`config.mk`:
```
export PLATFORM = sky130hd
export DESIGN_NAME = tcp_timer8
export DESIGN_NICKNAME = d
export VERILOG_FILES = /design/src/rtl/tcp_pkg.sv /design/src/rtl/tcp_timer8.sv
export SDC_FILE = /design/constraint.sdc
export NUM_CORES = 1
export LEC_CHECK = 0
export BUFFER_PORTS_ARGS = -buffer_cell sky130_fd_sc_hd__buf_2
export CAP_MARGIN = 20
export CORE_ASPECT_RATIO = 1.4
export CORE_MARGIN = 10
export CORE_UTILIZATION = 56
export DETAILED_ROUTE_END_ITERATION = 10
export PLACE_DENSITY = 0.84
export SLEW_MARGIN = 25
export SYNTH_ARGS = -nofsm -noshare
export SYNTH_HDL_FRONTEND = slang
export SYNTH_SLANG_ARGS = --single-unit
```
`constraint.sdc`:
```
create_clock -name clk_in -period 3.9 [get_ports clk_in]
set_clock_uncertainty 0.1 [all_clocks]
set_input_delay 0.39 -clock clk_in [delete_from_list [all_inputs] [get_ports clk_in]]
set_output_delay 0.39 -clock clk_in [all_outputs]
set_load 0.1 [all_outputs]
```
`src/rtl/tcp_pkg.sv`:
```
package tcp_pkg;

  // ==========================================================
  // Register map, byte addresses on the Avalon-MM slave.
  localparam logic [7:0] OFS_CTRL_A  = 8'h00;
  localparam logic [7:0] OFS_CTRL_B  = 8'h04;
  localparam logic [7:0] OFS_COUNT   = 8'h08;
  localparam logic [7:0] OFS_CMP_A   = 8'h0c;
  localparam logic [7:0] OFS_CMP_B   = 8'h10;
  localparam logic [7:0] OFS_FLAG    = 8'h14;
  localparam logic [7:0] OFS_MASK    = 8'h18;

  // ==========================================================
  // Field positions.
  localparam int CA_ACT_A_LSB = 6;
  localparam int CA_ACT_B_LSB = 4;
  localparam int CA_WGM_LSB   = 0;
  localparam int CB_WGM2_BIT  = 3;
  localparam int CB_CS_LSB    = 0;
  localparam int FL_OVF_BIT   = 0;
  localparam int FL_MA_BIT    = 1;
  localparam int FL_MB_BIT    = 2;

  // ==========================================================
  // Reset values and counter limits.
  localparam logic [7:0] RST_BYTE   = 8'h00;
  localparam logic [2:0] RST_FLAGS  = 3'h0;
  localparam logic [7:0] CNT_BOTTOM = 8'h00;
  localparam logic [7:0] CNT_MAX    = 8'hff;

  // ==========================================================
  // Waveform modes; codes 4 and 6 behave as normal mode.
  localparam logic [2:0] WM_NORMAL   = 3'h0;
  localparam logic [2:0] WM_PC_MAX   = 3'h1;
  localparam logic [2:0] WM_CLEAR    = 3'h2;
  localparam logic [2:0] WM_FAST_MAX = 3'h3;
  localparam logic [2:0] WM_PC_CMP   = 3'h5;
  localparam logic [2:0] WM_FAST_CMP = 3'h7;

  // ==========================================================
  // Clock select codes and prescaler tick masks.
  localparam logic [2:0] CS_STOP   = 3'h0;
  localparam logic [2:0] CS_DIV1   = 3'h1;
  localparam logic [2:0] CS_DIV8   = 3'h2;
  localparam logic [2:0] CS_DIV64  = 3'h3;
  localparam logic [2:0] CS_DIV256 = 3'h4;
  localparam logic [2:0] CS_DIV1K  = 3'h5;
  localparam logic [2:0] CS_EXT_FALL = 3'h6;
  localparam logic [2:0] CS_EXT_RISE = 3'h7;
  localparam logic [9:0] PS_M8   = 10'h007;
  localparam logic [9:0] PS_M64  = 10'h03f;
  localparam logic [9:0] PS_M256 = 10'h0ff;
  localparam logic [9:0] PS_M1K  = 10'h3ff;

  // Compare output actions.
  localparam logic [1:0] ACT_NONE = 2'h0;
  localparam logic [1:0] ACT_TGL  = 2'h1;
  localparam logic [1:0] ACT_CLR  = 2'h2;
  localparam logic [1:0] ACT_SET  = 2'h3;

  typedef struct packed {
    logic [1:0] act_a;
    logic [1:0] act_b;
    logic [2:0] mode;
    logic [2:0] cs;
  } tcp_ctrl_t;

endpackage

```
`src/rtl/tcp_timer8.sv`:
```
// Summary of operation
// - Count and two compares are 8-bit registers.
// - Flags readable; each gated by mask bit.
// - Sources: overflow, match A, match B.
// - Tick from prescaler or external pin edge.
// - Clock select zero stops the counter.
// - Count readable and writable without tick.
// - Software count write beats clear or count.
// - Each tick clears, increments or decrements count.
// - Mode field split over control A and B.
// - Bottom is count value zero.
// - Maximum is count value 0xFF.
// - Top is maximum or compare A value.
// - Overflow flag set per mode; requests interrupt.
// - Continuous equality compare for both units.
// - Compare flag set on tick after match.
// - Enabled flag requests; service clears it.
// - Writing one clears a compare flag.
// - Waveform from match, mode, action, extremes.
// - Compares double-buffered only in PWM modes.
// - Buffer transfers to active value at top.
// - Software reaches buffer or active value.
// - Each compare pin drives a waveform.
// - Normal mode counts up, wraps, sets overflow.
// - Clear-on-match mode clears count at A.
// - Count write blocks matches next tick.
// - Action zero leaves output untouched.
//
// The implementer's own choices: the placing of the registers and the Avalon-MM interface to the registers.
module tcp_timer8 (
  // Clock and reset
  input  wire logic        clk_in,
  input  wire logic        resetn_in,
  // Avalon-MM slave
  input  wire logic [7:0]  avs_address_in,
  input  wire logic        avs_read_in,
  input  wire logic        avs_write_in,
  input  wire logic [31:0] avs_writedata_in,
  input  wire logic [3:0]  avs_byteenable_in,
  output logic      [31:0] avs_readdata_out,
  output logic             avs_waitrequest_out,
  // Timer pins and interrupt lines
  input  wire logic        ext_count_pin_in,
  input  wire logic [2:0]  irq_ack_in,
  output logic      [2:0]  irq_req_out,
  output logic             wave_out_a_out,
  output logic             wave_out_b_out
);

  // ==========================================================
  // Bus slave: every access waits exactly one cycle.
  logic       ack_r;
  logic       wr_go;
  logic [7:0] wdat;
  logic       wr_cnt;

  assign avs_waitrequest_out = (avs_read_in | avs_write_in) & ~ack_r;
  assign wr_go  = avs_write_in & ack_r & avs_byteenable_in[0];
  assign wdat   = avs_writedata_in[7:0];
  assign wr_cnt = wr_go & (avs_address_in == tcp_pkg::OFS_COUNT);

  always_ff @(posedge clk_in) begin
    if (!resetn_in) begin
      ack_r <= 1'b0;
    end else begin
      ack_r <= (avs_read_in | avs_write_in) & ~ack_r;
    end
  end

  // ==========================================================
  // Control registers.
  logic [7:0]        ctrl_a_r;
  logic [7:0]        ctrl_b_r;
  logic [2:0]        mask_r;
  tcp_pkg::tcp_ctrl_t ctl;

  always_ff @(posedge clk_in) begin
    if (!resetn_in) begin
      ctrl_a_r <= tcp_pkg::RST_BYTE;
      ctrl_b_r <= tcp_pkg::RST_BYTE;
      mask_r   <= tcp_pkg::RST_FLAGS;
    end else if (wr_go) begin
      case (avs_address_in)
        tcp_pkg::OFS_CTRL_A: ctrl_a_r <= wdat;
        tcp_pkg::OFS_CTRL_B: ctrl_b_r <= {4'h0, wdat[3:0]};
        tcp_pkg::OFS_MASK:   mask_r   <= wdat[2:0];
        default: ;
      endcase
    end
  end

  always_comb begin
    ctl.act_a = ctrl_a_r[tcp_pkg::CA_ACT_A_LSB +: 2];
    ctl.act_b = ctrl_a_r[tcp_pkg::CA_ACT_B_LSB +: 2];
    ctl.mode  = {ctrl_b_r[tcp_pkg::CB_WGM2_BIT],
                 ctrl_a_r[tcp_pkg::CA_WGM_LSB +: 2]};
    ctl.cs    = ctrl_b_r[tcp_pkg::CB_CS_LSB +: 3];
  end

  // ==========================================================
  // Timer tick selection.
  logic [9:0] presc_r;
  logic       pin_d_r;
  logic       tick;

  always_ff @(posedge clk_in) begin
    if (!resetn_in) begin
      presc_r <= 10'h000;
      pin_d_r <= 1'b0;
    end else begin
      presc_r <= presc_r + 10'h001;
      pin_d_r <= ext_count_pin_in;
    end
  end

  always_comb begin
    case (ctl.cs)
      tcp_pkg::CS_STOP:   tick = 1'b0;
      tcp_pkg::CS_DIV1:   tick = 1'b1;
      tcp_pkg::CS_DIV8:   tick = (presc_r & tcp_pkg::PS_M8) == tcp_pkg::PS_M8;
      tcp_pkg::CS_DIV64:  tick = (presc_r & tcp_pkg::PS_M64) == tcp_pkg::PS_M64;
      tcp_pkg::CS_DIV256: tick = (presc_r & tcp_pkg::PS_M256) == tcp_pkg::PS_M256;
      tcp_pkg::CS_DIV1K:  tick = presc_r == tcp_pkg::PS_M1K;
      tcp_pkg::CS_EXT_FALL: tick = pin_d_r & ~ext_count_pin_in;
      tcp_pkg::CS_EXT_RISE: tick = ~pin_d_r & ext_count_pin_in;
      default:            tick = 1'b0;
    endcase
  end

  // ==========================================================
  // Counter unit.
  logic [7:0] cnt_r;
  logic [7:0] cnt_nxt;
  logic       up_r;
  logic       blk_r;
  logic [7:0] ocr_act_r [2];
  logic [7:0] ocr_buf_r [2];
  logic       phase;
  logic       fast;
  logic       pwm;
  logic [7:0] top_v;
  logic       at_top;
  logic       at_bot;
  logic       at_max;
  logic       ovf_ev;

  always_comb begin
    phase  = (ctl.mode == tcp_pkg::WM_PC_MAX) | (ctl.mode == tcp_pkg::WM_PC_CMP);
    fast   = (ctl.mode == tcp_pkg::WM_FAST_MAX) | (ctl.mode == tcp_pkg::WM_FAST_CMP);
    pwm    = phase | fast;
    top_v  = ((ctl.mode == tcp_pkg::WM_CLEAR) | (ctl.mode == tcp_pkg::WM_PC_CMP)
             | (ctl.mode == tcp_pkg::WM_FAST_CMP)) ? ocr_act_r[0]
             : tcp_pkg::CNT_MAX;
    at_top = cnt_r == top_v;
    at_bot = cnt_r == tcp_pkg::CNT_BOTTOM;
    at_max = cnt_r == tcp_pkg::CNT_MAX;
    if (phase) begin
      cnt_nxt = (up_r ^ at_top) | (~up_r & at_bot) ? cnt_r + 8'h01
                                                   : cnt_r - 8'h01;
      if (up_r & at_top) begin
        cnt_nxt = cnt_r - 8'h01;
      end
    end else begin
      cnt_nxt = at_top ? tcp_pkg::CNT_BOTTOM : cnt_r + 8'h01;
    end
    if (phase) begin
      ovf_ev = ~up_r & at_bot;
    end else if (ctl.mode == tcp_pkg::WM_CLEAR) begin
      ovf_ev = at_max;
    end else begin
      ovf_ev = at_top;
    end
  end

  always_ff @(posedge clk_in) begin
    if (!resetn_in) begin
      cnt_r <= tcp_pkg::RST_BYTE;
    end else if (wr_cnt) begin
      cnt_r <= wdat;
    end else if (tick) begin
      cnt_r <= cnt_nxt;
    end
  end

  always_ff @(posedge clk_in) begin
    if (!resetn_in) begin
      up_r <= 1'b1;
    end else if (!phase) begin
      up_r <= 1'b1;
    end else if (tick && !wr_cnt) begin
      if (up_r && at_top) begin
        up_r <= 1'b0;
      end else if (!up_r && at_bot) begin
        up_r <= 1'b1;
      end
    end
  end

  // A count write masks matches until the next tick has passed.
  always_ff @(posedge clk_in) begin
    if (!resetn_in) begin
      blk_r <= 1'b0;
    end else if (wr_cnt) begin
      blk_r <= 1'b1;
    end else if (tick) begin
      blk_r <= 1'b0;
    end
  end

  // ==========================================================
  // Compare units A and B.
  logic [1:0] match;
  logic [1:0] cmp_ev;
  logic [1:0] wave_r;
  logic [1:0] act [2];

  assign act[0] = ctl.act_a;
  assign act[1] = ctl.act_b;

  for (genvar u = 0; u < 2; u++) begin : g_unit
    localparam logic [7:0] OFS = (u == 0) ? tcp_pkg::OFS_CMP_A : tcp_pkg::OFS_CMP_B;
    logic wr_cmp;

    assign wr_cmp   = wr_go & (avs_address_in == OFS);
    assign match[u] = cnt_r == ocr_act_r[u];
    assign cmp_ev[u] = tick & match[u] & ~blk_r & ~wr_cnt;

    // Buffer always holds the last software value, so reads are uniform.
    always_ff @(posedge clk_in) begin
      if (!resetn_in) begin
        ocr_buf_r[u] <= tcp_pkg::RST_BYTE;
      end else if (wr_cmp) begin
        ocr_buf_r[u] <= wdat;
      end
    end

    always_ff @(posedge clk_in) begin
      if (!resetn_in) begin
        ocr_act_r[u] <= tcp_pkg::RST_BYTE;
      end else if (!pwm && wr_cmp) begin
        ocr_act_r[u] <= wdat;
      end else if (pwm && tick && !wr_cnt && at_top) begin
        ocr_act_r[u] <= ocr_buf_r[u];
      end
    end

    always_ff @(posedge clk_in) begin
      if (!resetn_in) begin
        wave_r[u] <= 1'b0;
      end else begin
        if (cmp_ev[u]) begin
          if (phase) begin
            if (act[u] == tcp_pkg::ACT_CLR) begin
              wave_r[u] <= ~up_r;
            end else if (act[u] == tcp_pkg::ACT_SET) begin
              wave_r[u] <= up_r;
            end
          end else if (act[u] == tcp_pkg::ACT_TGL && !fast) begin
            wave_r[u] <= ~wave_r[u];
          end else if (act[u] == tcp_pkg::ACT_CLR) begin
            wave_r[u] <= 1'b0;
          end else if (act[u] == tcp_pkg::ACT_SET) begin
            wave_r[u] <= 1'b1;
          end
        end
        // Fast PWM restarts the pulse as the count returns to bottom.
        if (fast && tick && !wr_cnt && at_top && act[u][1]) begin
          wave_r[u] <= ~act[u][0];
        end
      end
    end
  end

  assign wave_out_a_out = wave_r[0];
  assign wave_out_b_out = wave_r[1];

  // ==========================================================
  // Flags; a hardware set wins over a clear in the same cycle.
  logic [2:0] flag_r;
  logic [2:0] flag_set;
  logic [2:0] flag_clr;

  assign flag_set = {cmp_ev[1], cmp_ev[0],
                     tick & ~wr_cnt & ovf_ev};
  assign flag_clr = irq_ack_in
                  | ({3{wr_go & (avs_address_in == tcp_pkg::OFS_FLAG)}}
                     & wdat[2:0]);

  always_ff @(posedge clk_in) begin
    if (!resetn_in) begin
      flag_r <= tcp_pkg::RST_FLAGS;
    end else begin
      flag_r <= (flag_r & ~flag_clr) | flag_set;
    end
  end

  assign irq_req_out = flag_r & mask_r;

  // ==========================================================
  // Read data, captured during the wait cycle.
  always_ff @(posedge clk_in) begin
    if (!resetn_in) begin
      avs_readdata_out <= 32'h0000_0000;
    end else if (avs_read_in && !ack_r) begin
      case (avs_address_in)
        tcp_pkg::OFS_CTRL_A: avs_readdata_out <= {24'h000000, ctrl_a_r};
        tcp_pkg::OFS_CTRL_B: avs_readdata_out <= {24'h000000, ctrl_b_r};
        tcp_pkg::OFS_COUNT:  avs_readdata_out <= {24'h000000, cnt_r};
        tcp_pkg::OFS_CMP_A:  avs_readdata_out <= {24'h000000, ocr_buf_r[0]};
        tcp_pkg::OFS_CMP_B:  avs_readdata_out <= {24'h000000, ocr_buf_r[1]};
        tcp_pkg::OFS_FLAG:   avs_readdata_out <= {29'h0, flag_r};
        tcp_pkg::OFS_MASK:   avs_readdata_out <= {29'h0, mask_r};
        default:             avs_readdata_out <= 32'h0000_0000;
      endcase
    end
  end
endmodule  // tcp_timer8

```
==> flow_summary.json <==
{
  "status": "finished clean",
  "finalWirelength_um": 12200,
  "crit_chain": "and2b_2, a2111o_1, or4_4, a21o_1, inv_1, ha_1, a41oi_1, o21ai_1, nor3_1, a31oi_1, and3_1, or3_1",
  "slew_violations": 0,
  "dr.max_layer_used": "met4",
  "clockBufferDepth": 2,
  "synthDistinctLibCells": 72,
  "dp_slack_ns": 0.374,
  "min_path_type": "primary input to flop",
  "antennaDiodeCount": 0,
  "min_period_ns": 3.58,
  "synthCells": 495,
  "dp_hpwl_um": 8980,
  "critPathTopFamily": "simple AND/OR/NAND/NOR gates",
  "worstSetupEndpointType": "flop",
  "yosys_warnings": 0,
  "grt_usage_pct": 18.9,
  "grt_setup_unrepaired": "false",
  "ant_nets": 0,
  "drt-met1-wl_um": 4570,
  "drtIter0Drc": 408,
  "cp_slowest_cell": "or4_4",
  "area.growth.synth_to_final_pct": 9.27,
  "synthTopCellsByCount": "60 x nor2_1, 50 x dfxtp_1, 32 x edfxtp_1, 30 x nand2_1, 25 x a21oi_1",
  "fp.dieH_um": 128,
  "ys_async_sr_fraction_pct": 0,
  "ctsResizeCount": 0,
  "syn-cell-area_um2": 4670,
  "synth_edf_count": 32,
  "wl_met2_um": 6160,
  "antenna_found_initial": 0,
  "max_stage_delay_ns": 0.56,
  "vias_per_cell": 6.19,
  "crit_buf_inv": 1,
  "ir_worst_vdd_mv": 0.349,
  "drive_gt1_share_pct": 18.4,
  "worstMarginPinSlew_ns": 0.816,
  "first_pass_iters": 6,
  "cts_tree": "yes",
  "grt_first_pass_wirelength_um": 19400,
  "ctsHoldBuffers": 0,
  "globalplace.congestion": 0.911,
  "synth_top_area_share_pct": 21.4,
  "core_um2": 8150,
  "seq_area_frac_synth_pct": 42.0,
  "numCtsBuffers": 9,
  "die-area_um2": 12400,
  "critPathMaxFanout": 9,
  "post-route-period-util_pct": 91.9,
  "synth_ff_type": "dfxtp_1",
  "grt_max_degree": 47,
  "die_w_um": 97.2,
  "p_leak_nw": 2.05,
  "power.density_nw_per_um2": 376,
  "cts_num_sinks": 82,
  "slew_headroom_pct": 45.5,
  "netlist_top_cells_area": "dfxtp_1 21%, edfxtp_1 21%, nor2_1 4.8%, mux2i_1 3.9%, buf_4 3.9%",
  "port_buffers": 38,
  "post_cts_buffers": 0,
  "initial_utilization_pct": 57.3,
  "max_freq_ghz": 0.279,
  "clk_latency_ns": 0.34,
  "nets": 586,
  "h-tree-depth": 3,
  "setup_tns_ns": 0,
  "synth-seq-cells": 82,
  "yosysTopAreaCell": "dfxtp_1",
  "crit_path_start_kind": "flop",
  "required_ns": 4.02,
  "grt_pass1_vias": 3875,
  "post-route-drc-count": 0,
  "hold_violations": 0,
  "root_buffer": "clkbuf_16",
  "overflow": 0,
  "boundaryPins": 90,
  "dr_wl_met3_um": 1010,
  "syn_area_per_cell_um2": 9.44,
  "vias": 3934,
  "post_drt_wl_per_cell_um": 19.2,
  "clk_pin_slew_ns": 0.06,
  "worstSetupPathType": "flop to flop",
  "setup_viol": 0,
  "cp.arrival_ns": 3.70,
  "setup_ws_ns": 0.317,
  "yosys.cell_count.top_type": "nor2_1",
  "rows": 39,
  "cap_violations": 0
}
-- layout make-up --
cell class / instances / area (um2)
clock buffers: 9 / 225
clock inverters: 7 / 55.1
fillers: 653 / 3040
inverters: 11 / 41.3
multi-input cells: 375 / 2410
flip-flops and latches: 82 / 1960
well taps: 102 / 128
repair buffers: 50 / 280
-- placed cells by master (no fill, tap or decap), drive strengths merged, types with 5 or more instances in the layout --
master and count:
o21ai 13, nor3 15, edfxtp 32, mux2i 18, a21oi 26, inv 12, a22o 17, nand3 23
a22oi 13, nor2b 8, buf 50, and3 6, conb 24, clkinv 5, xor2 14, dfxtp 50
ha 5, nor2 60, a31oi 6, or3 11, clkbuf 9, and2 22, nand2 30, nor4 6
-- metrics by stage --
step / cell area [um2] / util, % / instances / power, W / hold WS, ns
global route: 5100 / 62.6 / 636 / 0.00197 / 0.222
detailed placement: 4820 / 59.2 / 620 / 0.00115 / 0.356
CTS: 5100 / 62.6 / 636 / 0.00192 / 0.210
floorplan: 4760 / - / 518 / 0.00113 / 0.330
finish: 5100 / 62.6 / 636 / 0.00192 / 0.211
global placement: 4820 / 59.2 / 620 / 0.00115 / 0.344
-- per-layer routing --
metal  GRT usage [%]  vias up
li1                -     1810
met1            20.6     1846
met2            33.2      232
met3            4.48       46
met4            10.3        0
met5               0        -
-- power breakdown --
part	internal, W	total, W	switching (W)
clock	0.000436	0.000783	0.000347
sequential	0.000906	0.000918	0.0000120
combinational	0.0000375	0.000219	0.000182
-- registers in the layout, summed over array words and instances, names as in the netlist --
name              count
ocr_act_r            16
ocr_buf_r            16
presc_r              10
avs_readdata_out      8
cnt_r                 8
ctrl_a_r              8
ctrl_b_r              4
flag_r                3
mask_r                3
ack_r                 1
blk_r                 1
pin_d_r               1
up_r                  1
wave_out_a_out        1
wave_out_b_out        1
-- kinds of logic (layout without fill, tap and decap cells) --
kind of cell / after synthesis / after routing / synth area share, %
AO/OA/AOI/OAI: 95 / 95 / 14.3
buffers and inverters: 61 / 77 / 8.19
XOR/XNOR: 17 / 17 / 3.19
other: 1 / 24 / 0.0803
flip-flops: 82 / 82 / 42.0
AND/OR/NAND/NOR: 209 / 209 / 24.3
adder cells (fa/ha/maj): 5 / 5 / 1.34
multiplexers: 25 / 25 / 6.59
-- worst reg2reg max path, cell delays in order (launching register included) --
cell and delay [ns]:
edfxtp_1 0.38, and2b_2 0.20, a2111o_1 0.32, or4_4 0.56, a21o_1 0.26, inv_1 0.10
ha_1 0.25, a41oi_1 0.17, o21ai_1 0.23, nor3_1 0.27, a31oi_1 0.09, and3_1 0.21
or3_1 0.33
-- worst paths after layout --
check,cells after the start,slack [ns],endpoint,from
max reg2reg,12,0.32,cnt_r[5]$_SDFFE_PN0P_,ocr_act_r[0][2]$_DFFE_PP_
min,2,0.21,pin_d_r$_SDFF_PN0_,ext_count_pin_in
min reg2reg,1,0.37,presc_r[0]$_SDFF_PN0_,presc_r[0]$_SDFF_PN0_
max,12,0.32,cnt_r[5]$_SDFFE_PN0P_,ocr_act_r[0][2]$_DFFE_PP_
Note: power is estimated with default switching activity, not from simulation.
